[src/pad_pkg.sv]
// Package for the pad-state and media pair mapping block.
// Assumes one core clock; all mode inputs arrive from pins or core logic.
// Operation
// - Media pair drivers active in loopback, high impedance in any reset or power down.
// - Serial MAC output rests on its 50 ohm terminations in software or hardware reset.
// - In power down the serial output follows config bit 3: 0 rests, 1 active.
// - Management data pin active except while hardware reset is asserted.
// - Interrupt output normal in loopback, released in resets and power down.
// - Test data output stays active in every condition.
// - Gigabit straight: media pairs 0..3 go to pairs A, B, C, D.
// - Gigabit crossover: media pairs 0..3 go to pairs B, A, D, C.
// - 10/100 straight: transmit on media pair 0, receive on pair 1.
// - 10/100 crossover: receive on media pair 0, transmit on pair 1.
// - 10/100 leaves media pairs 2 and 3 unused.
package pad_pkg;
	localparam int NUM_PAIRS = 4;
	localparam int CFG_SERIAL_KEEP_BIT = 3;
	localparam logic [1:0] PAIR_A = 2'h0;
	localparam logic [1:0] PAIR_B = 2'h1;
	localparam logic [1:0] PAIR_C = 2'h2;
	localparam logic [1:0] PAIR_D = 2'h3;
	localparam logic [1:0] SPEED_10 = 2'h0;
	localparam logic [1:0] SPEED_100 = 2'h1;
	localparam logic [1:0] SPEED_1000 = 2'h2;
	localparam logic [15:0] CFG_RESET = 16'h0000;

	typedef enum logic [4:0] {
		ST_NORMAL = 5'b00001,
		ST_LOOPBACK = 5'b00010,
		ST_POWER_DOWN = 5'b00100,
		ST_SOFT_RESET = 5'b01000,
		ST_HARD_RESET = 5'b10000
	} pad_state_t;

	typedef struct packed {
		logic hard_reset;
		logic soft_reset;
		logic power_down;
		logic loopback;
	} pad_cond_t;

	typedef struct packed {
		logic [3:0] pair_oe_n;
		logic serial_active;
		logic mgmt_oe_n;
		logic irq_oe_n;
		logic tdo_oe_n;
	} pad_ctl_t;

	// Per media pair: IEEE letter, gigabit use, 10/100 tx and rx role
	typedef struct packed {
		logic [1:0] letter;
		logic tx;
		logic rx;
	} pair_route_t;
endpackage

[src/pair_route.sv]
// One media pair's route to an IEEE pair letter and 10/100 role.
// Assumes speed and crossover are already synchronised.
`timescale 1ns/10ps
`default_nettype none
module pair_route #(
	parameter int PAIR = 0
) (
	// Mode
	input wire logic [1:0] speed,
	input wire logic crossover,
	// Route
	output var pad_pkg::pair_route_t route
);
	localparam logic [1:0] IDX = 2'(PAIR);

	always_comb begin
		route = '0;
		if (speed == pad_pkg::SPEED_1000) begin
			route.tx = 1'b1;
			route.rx = 1'b1;
			if (crossover) begin
				route.letter = IDX ^ 2'h1;
			end else begin
				route.letter = IDX;
			end
		end else if (IDX == 2'h0) begin
			route.letter = pad_pkg::PAIR_A;
			route.tx = !crossover;
			route.rx = crossover;
		end else if (IDX == 2'h1) begin
			route.letter = pad_pkg::PAIR_B;
			route.tx = crossover;
			route.rx = !crossover;
		end else begin
			route.letter = IDX;
		end
	end
endmodule
`default_nettype wire

[src/pad_state_ctl.sv]
// Pad-state selection and media pair mapping for one port.
// Assumes mode bits come from pins or another domain and are synchronised here.
`timescale 1ns/10ps
`default_nettype none
module pad_state_ctl (
	// Clock and reset
	input wire logic clock,
	input wire logic rst,
	// Conditions and configuration
	input wire pad_pkg::pad_cond_t cond,
	input wire logic [15:0] cfg,
	input wire logic [1:0] speed,
	input wire logic crossover,
	// Pad controls
	output var pad_pkg::pad_ctl_t ctl_r,
	output var pad_pkg::pad_state_t state_r,
	output var pad_pkg::pair_route_t [3:0] route_r
);
	pad_pkg::pad_cond_t cond_s1_r, cond_s2_r;
	logic [15:0] cfg_s1_r, cfg_s2_r;
	logic [1:0] spd_s1_r, spd_s2_r;
	logic xo_s1_r, xo_s2_r;
	pad_pkg::pad_state_t state_nxt;
	pad_pkg::pad_ctl_t ctl_nxt;
	pad_pkg::pair_route_t [3:0] route_nxt;

	// Two-stage synchronisers; first stage read only by second
	always_ff @(posedge clock or posedge rst) begin
		if (rst) begin
			cond_s1_r <= '0;
			cond_s2_r <= '0;
			cfg_s1_r <= pad_pkg::CFG_RESET;
			cfg_s2_r <= pad_pkg::CFG_RESET;
			spd_s1_r <= pad_pkg::SPEED_10;
			spd_s2_r <= pad_pkg::SPEED_10;
			xo_s1_r <= 1'b0;
			xo_s2_r <= 1'b0;
		end else begin
			cond_s1_r <= cond;
			cond_s2_r <= cond_s1_r;
			cfg_s1_r <= cfg;
			cfg_s2_r <= cfg_s1_r;
			spd_s1_r <= speed;
			spd_s2_r <= spd_s1_r;
			xo_s1_r <= crossover;
			xo_s2_r <= xo_s1_r;
		end
	end

	// Precedence is fixed so overlapping conditions give one pad state
	always_comb begin
		if (cond_s2_r.hard_reset) begin
			state_nxt = pad_pkg::ST_HARD_RESET;
		end else if (cond_s2_r.soft_reset) begin
			state_nxt = pad_pkg::ST_SOFT_RESET;
		end else if (cond_s2_r.power_down) begin
			state_nxt = pad_pkg::ST_POWER_DOWN;
		end else if (cond_s2_r.loopback) begin
			state_nxt = pad_pkg::ST_LOOPBACK;
		end else begin
			state_nxt = pad_pkg::ST_NORMAL;
		end
	end

	// Enables are active low: 0 means the pad drives
	always_comb begin
		ctl_nxt.tdo_oe_n = 1'b0;
		case (state_nxt)
			pad_pkg::ST_HARD_RESET: begin
				ctl_nxt.pair_oe_n = 4'hF;
				ctl_nxt.serial_active = 1'b0;
				ctl_nxt.mgmt_oe_n = 1'b1;
				ctl_nxt.irq_oe_n = 1'b1;
			end
			pad_pkg::ST_SOFT_RESET: begin
				ctl_nxt.pair_oe_n = 4'hF;
				ctl_nxt.serial_active = 1'b0;
				ctl_nxt.mgmt_oe_n = 1'b0;
				ctl_nxt.irq_oe_n = 1'b1;
			end
			pad_pkg::ST_POWER_DOWN: begin
				ctl_nxt.pair_oe_n = 4'hF;
				ctl_nxt.serial_active = cfg_s2_r[pad_pkg::CFG_SERIAL_KEEP_BIT];
				ctl_nxt.mgmt_oe_n = 1'b0;
				ctl_nxt.irq_oe_n = 1'b1;
			end
			pad_pkg::ST_LOOPBACK, pad_pkg::ST_NORMAL: begin
				ctl_nxt.pair_oe_n = 4'h0;
				ctl_nxt.serial_active = 1'b1;
				ctl_nxt.mgmt_oe_n = 1'b0;
				ctl_nxt.irq_oe_n = 1'b0;
			end
			default: begin
				ctl_nxt.pair_oe_n = 4'hF;
				ctl_nxt.serial_active = 1'b0;
				ctl_nxt.mgmt_oe_n = 1'b1;
				ctl_nxt.irq_oe_n = 1'b1;
			end
		endcase
	end

	for (genvar i = 0; i < pad_pkg::NUM_PAIRS; i++) begin : g_pair
		pair_route #(
			.PAIR(i)
		) u_route (
			.speed(spd_s2_r),
			.crossover(xo_s2_r),
			.route(route_nxt[i])
		);
	end

	// Reset state matches hardware reset pad behaviour
	always_ff @(posedge clock or posedge rst) begin
		if (rst) begin
			state_r <= pad_pkg::ST_HARD_RESET;
			ctl_r <= '{pair_oe_n: 4'hF, serial_active: 1'b0, mgmt_oe_n: 1'b1,
				irq_oe_n: 1'b1, tdo_oe_n: 1'b0};
			route_r <= '0;
		end else begin
			state_r <= state_nxt;
			ctl_r <= ctl_nxt;
			route_r <= route_nxt;
		end
	end
endmodule
`default_nettype wire

[config.mk]
export PLATFORM = sky130hd
export DESIGN_NAME = pad_state_ctl
export DESIGN_NICKNAME = d
export VERILOG_FILES = /design/src/pad_pkg.sv /design/src/pair_route.sv /design/src/pad_state_ctl.sv
export SDC_FILE = /design/constraint.sdc
export NUM_CORES = 1
export LEC_CHECK = 0
export BUFFER_PORTS_ARGS = -buffer_cell sky130_fd_sc_hd__buf_2
export CAP_MARGIN = 20
export CELL_PAD_IN_SITES_DETAIL_PLACEMENT = 1
export CELL_PAD_IN_SITES_GLOBAL_PLACEMENT = 2
export CORE_AREA = 2 2 68 70
export DETAILED_ROUTE_END_ITERATION = 10
export DIE_AREA = 0 0 70 72
export GPL_ROUTABILITY_DRIVEN = 0
export PLACE_DENSITY = 0.67
export SLEW_MARGIN = 10
export SYNTH_ARGS = -nofsm -noshare
export SYNTH_HDL_FRONTEND = slang
export SYNTH_SLANG_ARGS = --single-unit
export TNS_END_PERCENT = 30
[constraint.sdc]
create_clock -name clock -period 1.1 [get_ports clock]
set_clock_uncertainty 0.15 [all_clocks]
set_input_delay 0.055 -clock clock [delete_from_list [all_inputs] [get_ports clock]]
set_output_delay 0.055 -clock clock [all_outputs]
set_load 0.005 [all_outputs]
==> results of run 1 <==
logic make-up after synthesis:
logic type	after synthesis	synth area share [%]
AO/OA/AOI/OAI	1	0.780
buffers and inverters	19	13.2
flip-flops	30	78.3
other	2	0.780
AND/OR/NAND/NOR	10	6.88
final cells by class:
cell class / instances / area [sq um] / share of cell area [%]
multi-input cells: 15 / 88.8 / 6.80
inverters: 3 / 11.3 / 0.862
repair buffers: 47 / 307 / 23.5
flip-flops and latches: 30 / 754 / 57.8
clock buffers: 8 / 80.1 / 6.13
well taps: 52 / 65.1 / 4.98
per-layer routing:
metal | vias to the layer above | GRT usage, % | share of wire, %
met2 | 28 | 10.8 | 53
met4 | 0 | 5.77 | 3.2
met1 | 248 | 5.67 | 34
met3 | 7 | 3.06 | 9.3
li1 | 244 | - | -
met5 | - | 0 | 0
registers in the layout (all words and copies together), names as in the netlist, 2 cells and up:
name,cells
cond_s1_r,4
cond_s2_r,4
ctl_r,3
route_r,6
spd_s1_r,2
spd_s2_r,2
state_r,5
stage by stage:
stage | std cells | total power [uW] | hold slack (ns) | cell area [sq um] | utilization [%]
detailed placement | 138 | 1330 | -0.0459 | 1130 | 26.5
finish | 155 | 2120 | 0.198 | 1310 | 30.6
floorplan | 64 | 1280 | -0.0636 | 971 | -
CTS | 155 | 2170 | 0.200 | 1300 | 30.5
global route | 155 | 2240 | 0.203 | 1310 | 30.6
global placement | 138 | 1320 | -0.0535 | 1130 | 26.5
cell usage in the layout, fill, tap and decap left out, drive strengths merged, types with 2 or more instances in the layout:
master,netlist,layout
clkbuf,1,8
conb,2,4
dfstp,3,3
buf,15,38
nor2,2,2
inv,3,3
dfrtp,27,27
dlygate4sd3,0,9
nor2b,2,2
final timing paths:
path	cells after the start	endpoint	slack [ns]	from
min reg2reg	0	spd_s2_r[1]	0.20	spd_s1_r[1]
max	1	ctl_r[5]	-0.03	ctl_r[6]
min	0	spd_s2_r[1]	0.20	spd_s1_r[1]
max reg2reg	2	state_r[0]	0.01	cond_s2_r[2]
max in group asynchronous	4	ctl_r[2]	0.36	rst
min in group asynchronous	4	xo_s1_r	0.21	rst
report_power, final:
| part | internal [uW] | switching (uW) |
|---|---|---|
| sequential | 1160 | 20.1 |
| combinational | 83.9 | 63.2 |
| clock | 448 | 348 |
what timing repair did:
action / CTS / global route
hold endpoints to repair: 38 / 0
gates resized for setup: 0 / 1
hold buffers: 9 / 0
pin swaps: 1 / 0
setup endpoints to repair: 7 / 9
==> impl_metrics.json, run 1 <==
{
  "outcome": "finished with violations",
  "failed_checks": "negative setup slack",
  "dpl_worst_slack_ns": 0.0145,
  "rsz0062_at_grt": "yes",
  "crit_path_top_delay_cell": "dfstp_2",
  "die_w_microns": 70,
  "cp-start-kind": "register",
  "ys_ff_latch": 30,
  "fin_crit_sh_pct": 103,
  "clk_latency_ns": 0.27,
  "vdd_drop_max_mv": 0.636,
  "nFillCells": 466,
  "root_buffer": "clkbuf_8",
  "firstDrtPassIters": 1,
  "cts_tree": "built",
  "wl_per_cell_microns": 9.11,
  "antenna_left": 0,
  "vias": 527,
  "synth_top_cells_by_count": "27 x dfrtp_1, 15 x buf_4, 3 x dfstp_2, 3 x inv_1",
  "clockBufferDepth": 2,
  "cts_inserted_buffers": 5,
  "syn_area_sq_um": 963,
  "maxSlewViolCount": 0,
  "synth.yosys.warnings": 0,
  "netlist_top_cells_area": "dfrtp_1 70%, buf_4 12%, dfstp_2 8.2%, nor2_2 1.3%, nor2b_1 1.3%",
  "clock.fmax_mhz": 886,
  "overflow": 0,
  "grt_max_degree": 31,
  "drcViolationCount": 0,
  "ys_seq_area_share_pct": 78.3,
  "first_iter_violations": 0,
  "hpwl_microns": 1030,
  "synth_ff_type": "dfrtp_1",
  "crit_arrival_ns": 0.92,
  "p_leak_uw": 0.000643,
  "setup_slack_ns": -0.0281,
  "fin_tns_setup_ns": -0.134,
  "synthToLayoutAreaGrowth_pct": 35.6,
  "finalSetupViolCount": 5,
  "netlist.top_cell.by_area": "dfrtp_1",
  "critPathBufInv": 1,
  "grt_usage_pct": 6.40,
  "grt_first_pass_wirelength_microns": 2390,
  "portBuffers": 35,
  "h-tree-depth": 2,
  "max_stage_delay_ns": 0.54,
  "crit_fanout": 5,
  "initial_core_util_pct": 22.6,
  "drive_gt1_share_pct": 47.6,
  "yosysTopAreaCellShare_pct": 70.1,
  "num_io_pins": 54,
  "fin_nets": 127,
  "die_h_microns": 72,
  "fp-row-count": 24,
  "critPathTopFamily": "flip-flops",
  "max_cap_viol_count": 0,
  "p_per_area_nw_per_um2": 1630,
  "crit_chain": "buf_2",
  "syn_area_per_cell_sq_um": 15.5,
  "viasPerCell": 3.40,
  "synth_cells": 62,
  "die_area_sq_um": 5040,
  "synth_most_common_cell": "dfrtp_1",
  "clock_sinks": 30,
  "required_ns": 0.89,
  "diodes": 0,
  "fin_crit_ns": 1.13,
  "grt_pass1_vias": 553,
  "ys_types": 15,
  "end_kind": "output port",
  "finalWirelength_microns": 1410,
  "clkTransAtPathRegs_ns": 0.05,
  "cts_setup_buffers": 0,
  "synthArstFlopShare_pct": 100,
  "synth_edf_count": 0,
  "finalHoldViolations": 0,
  "min_path_type": "reg2reg",
  "antenna_found_initial": 0,
  "path_class": "reg2out",
  "core_area_sq_um": 4260
}
Power figures use the tool's default switching activity.
==> run 2: changes to the inputs <==
Settings changed: GPL_ROUTABILITY_DRIVEN 0 to unset, PLACE_DENSITY 0.67 to unset, PLACE_DENSITY_LB_ADDON set to 0.1.
==> impl_metrics.json, run 2 (same netlist as run 1, synthesis figures left out) <==
{
  "outcome": "finished with violations",
  "failed_checks": "negative setup slack",
  "antenna_left": 0,
  "clkTransAtPathRegs_ns": 0.06,
  "fin_crit_sh_pct": 102,
  "clock_sinks": 30,
  "grt_pass1_vias": 541,
  "die_area_sq_um": 5040,
  "fin_tns_setup_ns": -0.130,
  "r2r-start": "cond_s2_r[3]",
  "setup_slack_ns": -0.0269,
  "portBuffers": 35,
  "synthToLayoutAreaGrowth_pct": 35.8,
  "p_per_area_nw_per_um2": 1620,
  "wl_per_cell_microns": 9.22,
  "vias": 543,
  "firstDrtPassIters": 2,
  "antenna_found_initial": 0,
  "layout_commonest_cell": "buf_2",
  "critPathBufInv": 1,
  "finalHoldViolations": 0,
  "drive_gt1_share_pct": 48.0,
  "cts_inserted_buffers": 5,
  "grt_max_degree": 31,
  "multi_input_area_sq_um": 88.8,
  "path_class": "reg2out",
  "grt_first_pass_wirelength_microns": 2360,
  "cp-start-kind": "register",
  "clk_latency_ns": 0.27,
  "viasPerCell": 3.53,
  "crit_arrival_ns": 0.92,
  "cp.depth": 1,
  "cts_setup_buffers": 0,
  "clockBufferDepth": 2,
  "cts_tree": "built",
  "required_ns": 0.89,
  "p_leak_uw": 0.000644,
  "cp-endpoint": "ctl_r[6]",
  "initial_core_util_pct": 22.6,
  "min_path_type": "in2async",
  "clock.fmax_mhz": 887,
  "overflow": 0,
  "hpwl_microns": 967,
  "nFillCells": 475,
  "root_buffer": "clkbuf_8",
  "grt_usage_pct": 6.30,
  "max_stage_delay_ns": 0.54,
  "finalWirelength_microns": 1420,
  "reg_top3": "route_r x6, state_r x5",
  "fin_nets": 127,
  "r2r_slack_ns": 0.01,
  "fp-row-count": 24,
  "fin_crit_ns": 1.13,
  "rr_worst_depth": 2,
  "crit_path_top_delay_cell": "dfstp_2",
  "critPathTopFamily": "flip-flops",
  "regArea_sq_um": 754,
  "h-tree-depth": 2,
  "largest_reg_flops": 6,
  "r2r-end": "state_r[1]",
  "die_w_microns": 70,
  "drcViolationCount": 0,
  "top_register": "route_r",
  "core_area_sq_um": 4260,
  "max_cap_viol_count": 0,
  "gp_congestion": 0.597,
  "finalSetupViolCount": 5,
  "final_cell_mix": "33 x buf_2, 27 x dfrtp_1, 9 x dlygate4sd3_1, 5 x clkbuf_8, 4 x conb_1",
  "end_kind": "output port",
  "first_iter_violations": 8,
  "critPathLaunch": "ctl_r[6]",
  "die_h_microns": 72,
  "vdd_drop_max_mv": 0.692,
  "num_io_pins": 54,
  "finalPower_uw": 2120,
  "crit_fanout": 5,
  "diodes": 0,
  "crit_chain": "buf_2",
  "maxSlewViolCount": 0,
  "rsz0062_at_grt": "yes"
}
[run 2: worst reg2reg max path, cell delays in order, from the launching register on]
cell and delay [ns]:
dfrtp_1 0.38, or3_4 0.41, nor2_2 0.09
[run 2: area by class of cell]
class,instances,area share [%]
inverter,3,0.860
sequential,30,57.6
tap,52,4.97
clock buffer,7,5.83
multi-input combinational,15,6.79
timing repair buffer,47,23.9
[run 2: metrics by stage]
step	setup slack, ns	instances	hold slack, ns	cell area [sq um]	utilization [%]
after detailed placement	0.0129	138	-0.0432	1130	26.5
after global placement	0.0235	138	-0.0501	1130	26.5
after global routing	-0.0705	154	0.209	1310	30.7
after floorplan	0.0345	64	-0.0636	971	-
final	-0.0269	154	0.198	1310	30.7
after CTS	-0.0470	154	0.200	1300	30.4
[run 2: timing repair]
item	4_1_cts	5_1_grt
hold endpoints to repair	38	0
resized for setup	0	2
pin swaps	0	1
hold buffers	9	0
endpoints found under the setup margin	7	9
[run 2: how the worst min path moves through the flow]
| stage | start | to | slack, ns | depth (start not counted) |
|---|---|---|---|---|
| finish | rst | route_r[11] | 0.20 | 4 |
| global route | spd_s1_r[1] | spd_s2_r[1] | 0.21 | 0 |
| CTS | rst | xo_s2_r | 0.20 | 4 |
| detailed placement | rst | route_r[11] | -0.04 | 3 |
| global placement | rst | route_r[11] | -0.05 | 3 |
| floorplan | cfg[3] | cfg_s1_r[3] | -0.06 | 0 |
[run 2: layer usage]
layer | share of wire, % | global-route usage (%) | wire [microns] | up-vias
li1 | - | - | - | 246
met1 | 37 | 6.35 | 529 | 264
met2 | 50 | 9.63 | 704 | 29
met3 | 11 | 4.72 | 153 | 4
met4 | 2.3 | 3.21 | 32 | 0
met5 | 0 | 0 | 0 | -
[run 2: report_power, final]
part | internal [uW] | switching, uW | leakage [uW] | total (uW)
Sequential | 1160 | 20.3 | 0.000354 | 1180
Combinational | 86.0 | 63.8 | 0.000251 | 150
Clock | 434 | 352 | 0.0000383 | 786
Total | 1680 | 436 | 0.000644 | 2120
